===== src/fwr_consts.svh =====
// Constants for the FSK word receiver: offsets, reset values, timing.
// Assumes a single 20 MHz fabric clock and AXI4-Lite register access.
// Function
// Mode pin low selects device-driven mode 0
// Frame 1200 baud words in hardware
// Mode 0 passes demodulated bits to data
// Mode 0 emits eight shift_clock pulses per word
// Shift_clock rises mid data cell only
// Mode 0 pulses word_ready_n once per word
// Mode 1 host supplies shift_clock pulses
// Mode 1 loads word, drops word_ready_n
// Mode 1 shifts out on host edges, arrival order
// First host edge releases word_ready_n
// Without host clock, release after half bit
// Extra host edges after eighth are ignored
// Qualify band energy before carrier_sense_n low
// Hold carrier through dropouts, release after 8ms
// No carrier: ignore demod, data high, no pulses (mode 1 data shows out_sr_q[0])
// No carrier mode 1: no load, no ready
// Host drops demod_enable when FSK not expected
// Irq asserted by call, tone or ready
// Host reads sources to find irq cause
// Host ignores early call and tone irqs
// Power-down forces tone outputs low
// Power-down halts all but call path (code also keeps synchronisers, interrupt and bus running)
// Qualified tone is guard-timed raw detection
// Bit timing divided from master clock
`ifndef FWR_CONSTS_SVH
`define FWR_CONSTS_SVH
`define FWR_CLK_HZ       20000000
`define FWR_BAUD         1200
`define FWR_HALF_DIV     2400
`define FWR_CS_HOLD_MS   8
`define FWR_CS_QUAL_MS   4
`define FWR_GUARD_ON_MS  20
`define FWR_GUARD_OFF_MS 16
`define FWR_NBITS        4'h8
`define FWR_OFF_CTRL     4'h0
`define FWR_OFF_STAT     4'h4
`define FWR_OFF_WORD     4'h8
`define FWR_CTRL_RST     1'b1
`define FWR_RESP_OK      2'b00
`define FWR_RESP_ERR     2'b10
`endif


===== src/fwr_pkg.sv =====
// Types shared by the FSK word receiver.
// Assumes fwr_consts.svh supplies the numeric constants.
package fwr_pkg;
  // Receive framing states
  typedef enum logic [1:0] {FWR_IDLE, FWR_START, FWR_DATA, FWR_STOP} fwr_state_t;
  // Synchronised pin inputs, travelling together
  typedef struct packed {
    logic sck;     // Host shift clock
    logic trig;    // Call trigger comparator
    logic tone;    // Raw dual-tone detection
    logic den;     // Demodulator enable
    logic pd;      // Power-down pin
    logic mode;    // Mode select
    logic energy;  // In-band energy present
    logic demod;   // Demodulated bit
  } fwr_pins_t;
endpackage


===== src/fwr_receiver.sv =====
// FSK word receiver: framing, three-wire word interface, carrier and tone qualify.
// Assumes asynchronous pin inputs, one 20 MHz clock, AXI4-Lite register access.
`timescale 1ns/10ps
`include "fwr_consts.svh"
module fwr_receiver
  import fwr_pkg::*;
#(
  parameter int BIT_CYC  = `FWR_CLK_HZ / `FWR_BAUD,
  parameter int HALF_CYC = (`FWR_CLK_HZ + `FWR_HALF_DIV - 1) / `FWR_HALF_DIV,
  parameter int HOLD_CYC = `FWR_CLK_HZ / 1000 * `FWR_CS_HOLD_MS,
  parameter int QUAL_CYC = `FWR_CLK_HZ / 1000 * `FWR_CS_QUAL_MS,
  parameter int GON_CYC  = `FWR_CLK_HZ / 1000 * `FWR_GUARD_ON_MS,
  parameter int GOFF_CYC = `FWR_CLK_HZ / 1000 * `FWR_GUARD_OFF_MS
)(
  input  wire logic        aclk,
  input  wire logic        aresetn,
  input  wire logic [3:0]  s_axi_awaddr,
  input  wire logic        s_axi_awvalid,
  output logic             s_axi_awready,
  input  wire logic [31:0] s_axi_wdata,
  input  wire logic [3:0]  s_axi_wstrb,
  input  wire logic        s_axi_wvalid,
  output logic             s_axi_wready,
  output logic [1:0]       s_axi_bresp,
  output logic             s_axi_bvalid,
  input  wire logic        s_axi_bready,
  input  wire logic [3:0]  s_axi_araddr,
  input  wire logic        s_axi_arvalid,
  output logic             s_axi_arready,
  output logic [31:0]      s_axi_rdata,
  output logic [1:0]       s_axi_rresp,
  output logic             s_axi_rvalid,
  input  wire logic        s_axi_rready,
  input  wire logic        demod_bit,
  input  wire logic        band_energy,
  input  wire logic        mode_sel,
  input  wire logic        power_down_pin,
  input  wire logic        demod_enable,
  input  wire logic        raw_tone_in,
  input  wire logic        call_trigger_input,
  input  wire logic        shift_clock_i,
  output logic             shift_clock_o,
  output logic             shift_clock_oe,
  output logic             data_out,
  output logic             word_ready_n,
  output logic             carrier_sense_n,
  output logic             raw_tone_flag,
  output logic             qualified_tone_detect,
  output logic             call_arrival_n,
  output logic             irq_n_o,
  output logic             irq_n_oe
);
  localparam int TW = $clog2(BIT_CYC + 1);                 // Bit timer width
  localparam int CW = $clog2(HOLD_CYC + QUAL_CYC + 1);     // Carrier timer width
  localparam int GW = $clog2(GON_CYC + GOFF_CYC + 1);      // Guard timer width

  fwr_pins_t     s1_q;        // First synchroniser stage, read by pin_q only
  fwr_pins_t     pin_q;       // Second stage, safe to use
  logic          sck_d1_q;    // Delayed host clock for edge detect
  fwr_state_t    st_q;        // Framing state
  logic [TW-1:0] tmr_q;       // Bit cell timer
  logic [3:0]    nbit_q;      // Data bits taken so far
  logic [7:0]    rx_sr_q;     // Assembly register, LSB arrives first
  logic [7:0]    out_sr_q;    // Mode 1 output shift register
  logic [3:0]    out_cnt_q;   // Mode 1 bits shifted out
  logic          sclk_q;      // Mode 0 shift clock
  logic          wr_n_q;      // Word ready, active low
  logic [TW-1:0] wr_tmr_q;    // Word ready low-time counter
  logic          data_q;      // Data pin register
  logic          cs_n_q;      // Carrier sense, active low
  logic [CW-1:0] cs_tmr_q;    // Carrier qualify/hold counter
  logic          raw_q;       // Registered raw tone
  logic          qtd_q;       // Guard-qualified tone
  logic [GW-1:0] gd_tmr_q;    // Guard timer
  logic          call_n_q;    // Call arrival output
  logic          irq_q;       // Interrupt asserted
  logic          ctrl_en_q;   // Software receive enable
  logic [7:0]    word_q;      // Last completed word
  logic [7:0]    wcnt_q;      // Completed word count
  logic [31:0]   rdata_q;     // Read data register

  // Power-down holds the whole core in reset except synchronisers, call path, interrupt and bus
  wire core_rst   = !aresetn || pin_q.pd;
  wire mode1      = pin_q.mode;
  wire rx_on      = !cs_n_q && pin_q.den && ctrl_en_q;
  wire tick       = (tmr_q == '0);
  wire host_rise  = mode1 && pin_q.sck && !sck_d1_q;
  wire last_bit   = (st_q == FWR_DATA) && tick && (nbit_q == `FWR_NBITS - 4'h1);
  wire load1      = mode1 && last_bit;
  wire set0       = !mode1 && (st_q == FWR_STOP) && tick;
  wire [7:0] next_sr = {pin_q.demod, rx_sr_q[7:1]};
  wire wr_release = (wr_tmr_q == '0) || (mode1 && host_rise) || (!mode1 && !rx_on);
  wire cs_zero    = (cs_tmr_q == '0);
  wire g_hit      = qtd_q ? (gd_tmr_q >= GW'(GOFF_CYC - 1)) : (gd_tmr_q >= GW'(GON_CYC - 1));

  // Two-flop synchronisers for every pin input
  always_ff @(posedge aclk)
  begin
    if (!aresetn)
    begin
      s1_q     <= '0;
      pin_q    <= '0;
      sck_d1_q <= 1'b0;
    end
    else
    begin
      s1_q     <= {shift_clock_i, call_trigger_input, raw_tone_in, demod_enable,
                   power_down_pin, mode_sel, band_energy, demod_bit};
      pin_q    <= s1_q;
      sck_d1_q <= pin_q.sck;
    end
  end

  // Call path keeps running during power-down; trigger high means call present
  always_ff @(posedge aclk)
  begin
    if (!aresetn)
      call_n_q <= 1'b1;
    else
      call_n_q <= !pin_q.trig;
  end

  // Framing machine; bit timing is a divide of the fabric clock
  always_ff @(posedge aclk)
  begin
    if (core_rst || !rx_on)
    begin
      st_q   <= FWR_IDLE;
      tmr_q  <= '0;
      nbit_q <= '0;
    end
    else
    begin
      tmr_q <= tick ? '0 : tmr_q - TW'(1);
      case (st_q)
        FWR_IDLE:
          if (!pin_q.demod)
          begin
            st_q  <= FWR_START;
            tmr_q <= TW'(BIT_CYC / 2 - 1);
          end
        FWR_START:
          if (tick)
          begin
            // A start bit that is gone by mid cell was a glitch
            st_q   <= pin_q.demod ? FWR_IDLE : FWR_DATA;
            tmr_q  <= TW'(BIT_CYC - 1);
            nbit_q <= '0;
          end
        FWR_DATA:
          if (tick)
          begin
            nbit_q <= nbit_q + 4'h1;
            tmr_q  <= TW'(BIT_CYC - 1);
            if (last_bit)
              st_q <= FWR_STOP;
          end
        default:
          if (tick)
            st_q <= FWR_IDLE;   // Stop bit centre; hunt for next start
      endcase
    end
  end

  // Assembly register, shifted at each data-cell centre
  always_ff @(posedge aclk)
  begin
    if (core_rst)
      rx_sr_q <= '0;
    else if (rx_on && st_q == FWR_DATA && tick)
      rx_sr_q <= next_sr;
  end

  // Mode 0 shift clock: rises at cell centre, falls half a cell later
  always_ff @(posedge aclk)
  begin
    if (core_rst || mode1 || !rx_on)
      sclk_q <= 1'b0;
    else if (st_q == FWR_DATA && tick)
      sclk_q <= 1'b1;
    else if (tmr_q == TW'(BIT_CYC / 2))
      sclk_q <= 1'b0;
  end

  // Word ready: set wins over release so a new word is never lost
  always_ff @(posedge aclk)
  begin
    if (core_rst)
    begin
      wr_n_q   <= 1'b1;
      wr_tmr_q <= '0;
    end
    else if (load1 || set0)
    begin
      wr_n_q   <= 1'b0;
      wr_tmr_q <= TW'(HALF_CYC - 1);
    end
    else if (!wr_n_q)
    begin
      wr_tmr_q <= wr_tmr_q - TW'(1);
      if (wr_release)
        wr_n_q <= 1'b1;
    end
  end

  // Mode 1 output register: parallel load, then host-clocked shifting
  always_ff @(posedge aclk)
  begin
    if (core_rst)
    begin
      out_sr_q  <= '0;
      out_cnt_q <= `FWR_NBITS;
    end
    else if (load1)
    begin
      out_sr_q  <= next_sr;
      out_cnt_q <= '0;
    end
    else if (host_rise && out_cnt_q != `FWR_NBITS)
    begin
      out_sr_q  <= {1'b1, out_sr_q[7:1]};
      out_cnt_q <= out_cnt_q + 4'h1;
    end
  end

  // Data pin: mode 1 shows out_sr_q[0]; mode 0 raw bits, forced high without carrier
  always_ff @(posedge aclk)
  begin
    if (core_rst)
      data_q <= 1'b1;
    else if (mode1)
      data_q <= out_sr_q[0];
    else
      data_q <= rx_on ? pin_q.demod : 1'b1;
  end

  // Carrier sense: qualify then hold through dropouts
  always_ff @(posedge aclk)
  begin
    if (core_rst)
    begin
      cs_n_q   <= 1'b1;
      cs_tmr_q <= '0;
    end
    else if (cs_n_q)
    begin
      // Energy must stay present for the whole qualify time
      cs_tmr_q <= pin_q.energy ? cs_tmr_q + CW'(1) : '0;
      if (pin_q.energy && cs_tmr_q >= CW'(QUAL_CYC - 1))
      begin
        cs_n_q   <= 1'b0;
        cs_tmr_q <= CW'(HOLD_CYC - 1);
      end
    end
    else if (pin_q.energy)
      cs_tmr_q <= CW'(HOLD_CYC - 1);
    else if (cs_zero)
      cs_n_q <= 1'b1;
    else
      cs_tmr_q <= cs_tmr_q - CW'(1);
  end

  // Tone path: guard timer needs a steady opposite level to flip
  always_ff @(posedge aclk)
  begin
    if (core_rst)
    begin
      raw_q    <= 1'b0;
      qtd_q    <= 1'b0;
      gd_tmr_q <= '0;
    end
    else
    begin
      raw_q <= pin_q.tone;
      if (raw_q == qtd_q)
        gd_tmr_q <= '0;
      else if (g_hit)
      begin
        qtd_q    <= raw_q;
        gd_tmr_q <= '0;
      end
      else
        gd_tmr_q <= gd_tmr_q + GW'(1);
    end
  end

  // Interrupt level from the three sources; open drain pulls low
  always_ff @(posedge aclk)
  begin
    if (!aresetn)
      irq_q <= 1'b0;
    else
      irq_q <= !call_n_q || qtd_q || !wr_n_q;
  end

  // Word log for software
  always_ff @(posedge aclk)
  begin
    if (core_rst)
    begin
      word_q <= '0;
      wcnt_q <= '0;
    end
    else if (last_bit)
    begin
      word_q <= next_sr;
      wcnt_q <= wcnt_q + 8'h01;
    end
  end

  // AXI4-Lite write: address and data taken together, one at a time
  wire wr_go    = s_axi_awvalid && s_axi_wvalid && !s_axi_bvalid;
  wire wr_ctrl  = (s_axi_awaddr == `FWR_OFF_CTRL);
  assign s_axi_awready = wr_go;
  assign s_axi_wready  = wr_go;

  always_ff @(posedge aclk)
  begin
    if (!aresetn)
    begin
      ctrl_en_q    <= `FWR_CTRL_RST;
      s_axi_bvalid <= 1'b0;
      s_axi_bresp  <= `FWR_RESP_OK;
    end
    else if (wr_go)
    begin
      s_axi_bvalid <= 1'b1;
      s_axi_bresp  <= wr_ctrl ? `FWR_RESP_OK : `FWR_RESP_ERR;
      if (wr_ctrl && s_axi_wstrb[0])
        ctrl_en_q <= s_axi_wdata[0];
    end
    else if (s_axi_bready)
      s_axi_bvalid <= 1'b0;
  end

  // AXI4-Lite read: decode chain, unmapped words read zero with error
  wire rd_go  = s_axi_arvalid && !s_axi_rvalid;
  wire rd_c   = (s_axi_araddr == `FWR_OFF_CTRL);
  wire rd_s   = (s_axi_araddr == `FWR_OFF_STAT);
  wire rd_w   = (s_axi_araddr == `FWR_OFF_WORD);
  wire [31:0] stat_w = {24'h00_0000, mode1, pin_q.pd, cs_n_q, wr_n_q,
                        qtd_q, call_n_q, raw_q, irq_q};
  wire [31:0] rd_mux = rd_c ? {31'h0000_0000, ctrl_en_q} :
                       rd_s ? stat_w :
                       rd_w ? {16'h0000, wcnt_q, word_q} : 32'h0000_0000;
  assign s_axi_arready = rd_go;

  always_ff @(posedge aclk)
  begin
    if (!aresetn)
    begin
      s_axi_rvalid <= 1'b0;
      s_axi_rresp  <= `FWR_RESP_OK;
      rdata_q      <= '0;
    end
    else if (rd_go)
    begin
      s_axi_rvalid <= 1'b1;
      s_axi_rresp  <= (rd_c || rd_s || rd_w) ? `FWR_RESP_OK : `FWR_RESP_ERR;
      rdata_q      <= rd_mux;
    end
    else if (s_axi_rready)
      s_axi_rvalid <= 1'b0;
  end

  // Pin drive; shift clock pin is ours only in mode 0
  assign s_axi_rdata           = rdata_q;
  assign shift_clock_o         = sclk_q;
  assign shift_clock_oe        = !mode1;
  assign data_out              = data_q;
  assign word_ready_n          = wr_n_q;
  assign carrier_sense_n       = cs_n_q;
  assign raw_tone_flag         = raw_q;
  assign qualified_tone_detect = qtd_q;
  assign call_arrival_n        = call_n_q;
  assign irq_n_o               = 1'b0;
  assign irq_n_oe              = irq_q;

  // Checks
  property p_sclk_centre;
    @(posedge aclk) disable iff (core_rst)
    $rose(sclk_q) |-> $past(st_q == FWR_DATA && tick);
  endproperty
  a_sclk_centre: assert property (p_sclk_centre) else $error("clock edge off centre");
  // A settled mode 1 must neither enable nor toggle our clock driver
  property p_mode1_nodrive;
    @(posedge aclk) disable iff (!aresetn)
    pin_q.mode ##1 pin_q.mode |-> !shift_clock_oe && !sclk_q;
  endproperty
  a_mode1_nodrive: assert property (p_mode1_nodrive) else $error("drove clock in mode 1");
  property p_ready_width0;
    @(posedge aclk) disable iff (core_rst)
    ($fell(wr_n_q) && !mode1 && rx_on) |-> (!wr_n_q && rx_on && !mode1)[*8];
  endproperty
  a_ready_width0: assert property (p_ready_width0) else $error("ready pulse short");
  property p_host_release;
    @(posedge aclk) disable iff (core_rst)
    (mode1 && !wr_n_q && host_rise && !load1) |=> wr_n_q;
  endproperty
  a_host_release: assert property (p_host_release) else $error("ready not released");
  property p_ignore_extra;
    @(posedge aclk) disable iff (core_rst)
    (out_cnt_q == `FWR_NBITS && host_rise && !load1) |=> $stable(out_sr_q) && $stable(out_cnt_q);
  endproperty
  a_ignore_extra: assert property (p_ignore_extra) else $error("extra clock shifted");
  property p_load_fresh;
    @(posedge aclk) disable iff (core_rst)
    ($fell(wr_n_q) && mode1) |-> out_cnt_q == 4'h0 && out_sr_q == word_q;
  endproperty
  a_load_fresh: assert property (p_load_fresh) else $error("ready without load");
  property p_idle_high;
    @(posedge aclk) disable iff (core_rst)
    (!mode1 && cs_n_q) ##1 (!mode1 && cs_n_q) |-> data_q && !sclk_q;
  endproperty
  a_idle_high: assert property (p_idle_high) else $error("data active without carrier");
  property p_cs_release;
    @(posedge aclk) disable iff (core_rst)
    $rose(cs_n_q) |-> $past(cs_zero && !pin_q.energy);
  endproperty
  a_cs_release: assert property (p_cs_release) else $error("carrier dropped early");
  property p_pd_low;
    @(posedge aclk) disable iff (!aresetn)
    pin_q.pd |=> !qtd_q && !raw_q;
  endproperty
  a_pd_low: assert property (p_pd_low) else $error("tone high in power-down");
  property p_irq;
    @(posedge aclk) disable iff (!aresetn)
    (!call_n_q || qtd_q || !wr_n_q) |=> irq_n_oe && !irq_n_o;
  endproperty
  a_irq: assert property (p_irq) else $error("interrupt missing");
  c_word0: cover property (@(posedge aclk) disable iff (core_rst) set0);
  c_word1: cover property (@(posedge aclk) disable iff (core_rst) load1);
  c_hostclr: cover property (@(posedge aclk) disable iff (core_rst) !wr_n_q && host_rise);
  c_tone: cover property (@(posedge aclk) disable iff (core_rst) $rose(qtd_q));
endmodule


===== config.mk =====
export PLATFORM = sky130hd
export DESIGN_NAME = fwr_receiver
export DESIGN_NICKNAME = d
export VERILOG_FILES = /design/src/fwr_pkg.sv /design/src/fwr_receiver.sv
export VERILOG_INCLUDE_DIRS = /design/src
export SDC_FILE = /design/constraint.sdc
export NUM_CORES = 1
export LEC_CHECK = 0
export BUFFER_PORTS_ARGS = -buffer_cell sky130_fd_sc_hd__buf_2
export CAP_MARGIN = 40
export CORE_MARGIN = 5
export CORE_UTILIZATION = 57
export CTS_CLUSTER_DIAMETER = 200
export CTS_CLUSTER_SIZE = 16
export DETAILED_ROUTE_END_ITERATION = 7
export PLACE_DENSITY = 0.8
export SYNTH_ARGS = -nofsm -noshare
export SYNTH_HDL_FRONTEND = slang
export SYNTH_SLANG_ARGS = --single-unit

===== constraint.sdc =====
create_clock -name aclk -period 2.71 [get_ports aclk]
set_input_delay 0.4065 -clock aclk [delete_from_list [all_inputs] [get_ports aclk]]
set_output_delay 0.4065 -clock aclk [all_outputs]
set_load 0.005 [all_outputs]

==> reports/qor.yml <==
cp_slowest_cell: "o311ai_2"
hp-class: "primary input to register"
leakage_uw: 0.00340
vias: 6061
crit_fanout: 11
antenna_found_initial: 0
ys_ff_latch: 155
fillers: 1078
clock_sink_count: 155
grt_pass1_vias: 5725
synth_fa_ha_area_frac: 0.0290
pin_count: 110
setup_viol: 0
wl_per_cell_um: 14.3
synth.most_common_cell: "dfxtp_1"
post-place-ws_ns: 0.361
port_buffers: 56
synthSimpleGateAreaFrac: 0.240
yosysSeqAreaShare: 0.424
path_buf_inv: 1
synth_edf_count: 0
dp_cells: 1062
crit_path_max_incr_delay_ns: 0.58
cts_buffer_depth: 2
cts_resized: 0
peakVddDrop_uv: 569
drc: 0
instances_no_fill: 1093
arrival_ns: 2.77
drtAntennaViolNets: 0
final_hold_viol_count: 0
power-per-cell-area_nw_per_um2: 594
syn_area_um2: 7320
status: "completed"
fp.coreArea_um2: 12600
crit_chain: "or4_1 -> nor4_1 -> a22oi_1 -> o311ai_2 -> buf_4 -> nor2_1"
grt_max_degree: 41
synth_top_family_by_area: "simple AND/OR/NAND/NOR gates"
cts_setup_buffers: 0
yosysWarnings: 0
first_pass_iters: 5
crit_family: "simple AND/OR/NAND/NOR gates"
synth_area_leaders: "dfxtp_1, xnor2_1, nor2_1"
place_congestion: 0.892
ys.flop_type: "dfxtp_1"
synth_xor_xnor_area_share: 0.0897
cts-root-buf: "clkbuf_16"
layout-drive-gt1-share: 0.126
worst_slack_ns: 0.246
start_kind: "register"
synth_commonest_cells: "dfxtp_1, nor2_1, nand2_1, xnor2_1, a21oi_1"
htreeDepth: 4
syn_inst: 860
slew_violations: 0
avgSynthCellArea_um2: 8.52
synth_top_area_frac: 0.424
synth.area.mux_share: 0.0232
num_rows: 41
ys_types: 63
synth_compound_area_frac: 0.134
grt_use_total: 0.217
r2r_slack_ns: 0.25
end_kind: "register"
path_class: "register to register"
clk_pin_slew_ns: 0.06
cts_tree: "built"
yosysTopAreaCell: "dfxtp_1"
post-route-period-util: 0.909
synthArstFlopShare: 0
cap_violations: 0
fin_skew_ns: 0.00627
setup_tns_ns: 0
max_slew_margin: 0.574
die_w_um: 123
via_per_inst: 5.55
syn2layout_area_growth_pct: 13.6
seq_area_um2: 3100
dieArea_um2: 15200
drt-initial-drc-count: 360
overflow: 0
fmax_ghz: 0.406
insertion_delay_ns: 0.42
die_h_um: 123
ctsHoldBuffers: 0
tritoncts.num_buffers: 17
worst_pin_slew_ns: 0.638
hpwl_mm: 10.6
required_ns: 3.02
initial_core_util: 0.580
grt_pass1_wl_mm: 26.7
fin_nets: 985
grt_setup_unrepaired: "false"
final.min_clock_period_ns: 2.46
finalWirelength_mm: 15.6
multi_input_area_um2: 3850
antenna_cells: 0
## layer usage
metal	track usage	vias up	wire length (um)	share of wire
met3	0.0499	22	815	0.052
li1	-	3049	-	-
met5	0	-	0	0
met2	0.355	152	7330	0.47
met1	0.281	2838	7200	0.46
met4	0.0761	0	238	0.015
## worst paths after layout
check,startpoint,to,cells past startpoint
setup / recovery,gd_tmr_q[16],gd_tmr_q[11],6
setup reg to reg,gd_tmr_q[16],gd_tmr_q[11],6
hold reg to reg,pin_q[6],call_arrival_n,1
hold / removal,power_down_pin,s1_q[3],2
## through the flow
step / utilization / hold slack (ns) / power [uW] / area (um^2)
finish: 0.659 / 0.190 / 4950 / 8320
global route: 0.659 / 0.194 / 5090 / 8320
CTS: 0.659 / 0.179 / 4980 / 8320
detailed placement: 0.610 / 0.356 / 2500 / 7700
global placement: 0.610 / 0.356 / 2500 / 7700
floorplan: - / 0.352 / 2460 / 7390
## layout by cell type (no fill, tap or decap), drive strengths merged, types with 19 or more instances in the layout
cell and count:
dfxtp 155, nor2 106, buf 76, nand2 73, xnor2 47, a21oi 41
o21ai 41, nor3 29, xor2 28, and2 28, inv 26, nand3 23
nor4 22, conb 20, clkbuf 19
## flip-flops by register name, indices dropped and copies added, names as in the netlist, 2 cells and up
| signal | cells |
|---|---|
| wr_tmr_q | 15 |
| gd_tmr_q | 20 |
| pin_q | 6 |
| st_q | 2 |
| nbit_q | 4 |
| word_q | 8 |
| rx_sr_q | 7 |
| s_axi_rdata | 16 |
| tmr_q | 15 |
| out_cnt_q | 4 |
| wcnt_q | 8 |
| out_sr_q | 8 |
| cs_tmr_q | 18 |
| s1_q | 8 |
## kinds of logic after synthesis
kind of cell | count (synthesis)
compound gates | 152
xor+xnor | 75
fa+ha+maj | 17
buf+inv | 91
flops | 155
mux | 17
other cells | 1
simple gates | 352
## final cells by class
type | count | share of cell area
well taps | 172 | 0.0259
clock inverters | 12 | 0.0206
flip-flops and latches | 155 | 0.373
inverters | 26 | 0.0117
clock buffers | 19 | 0.0544
repair buffers | 76 | 0.0517
multi-input cells | 633 | 0.463
## power breakdown
group | switching (uW) | internal [uW]
sequential | 13.5 | 2300
clock | 919 | 1580
combinational | 88.6 | 49.4
total | 1020 | 3930
Power figures use the tool's default switching activity.
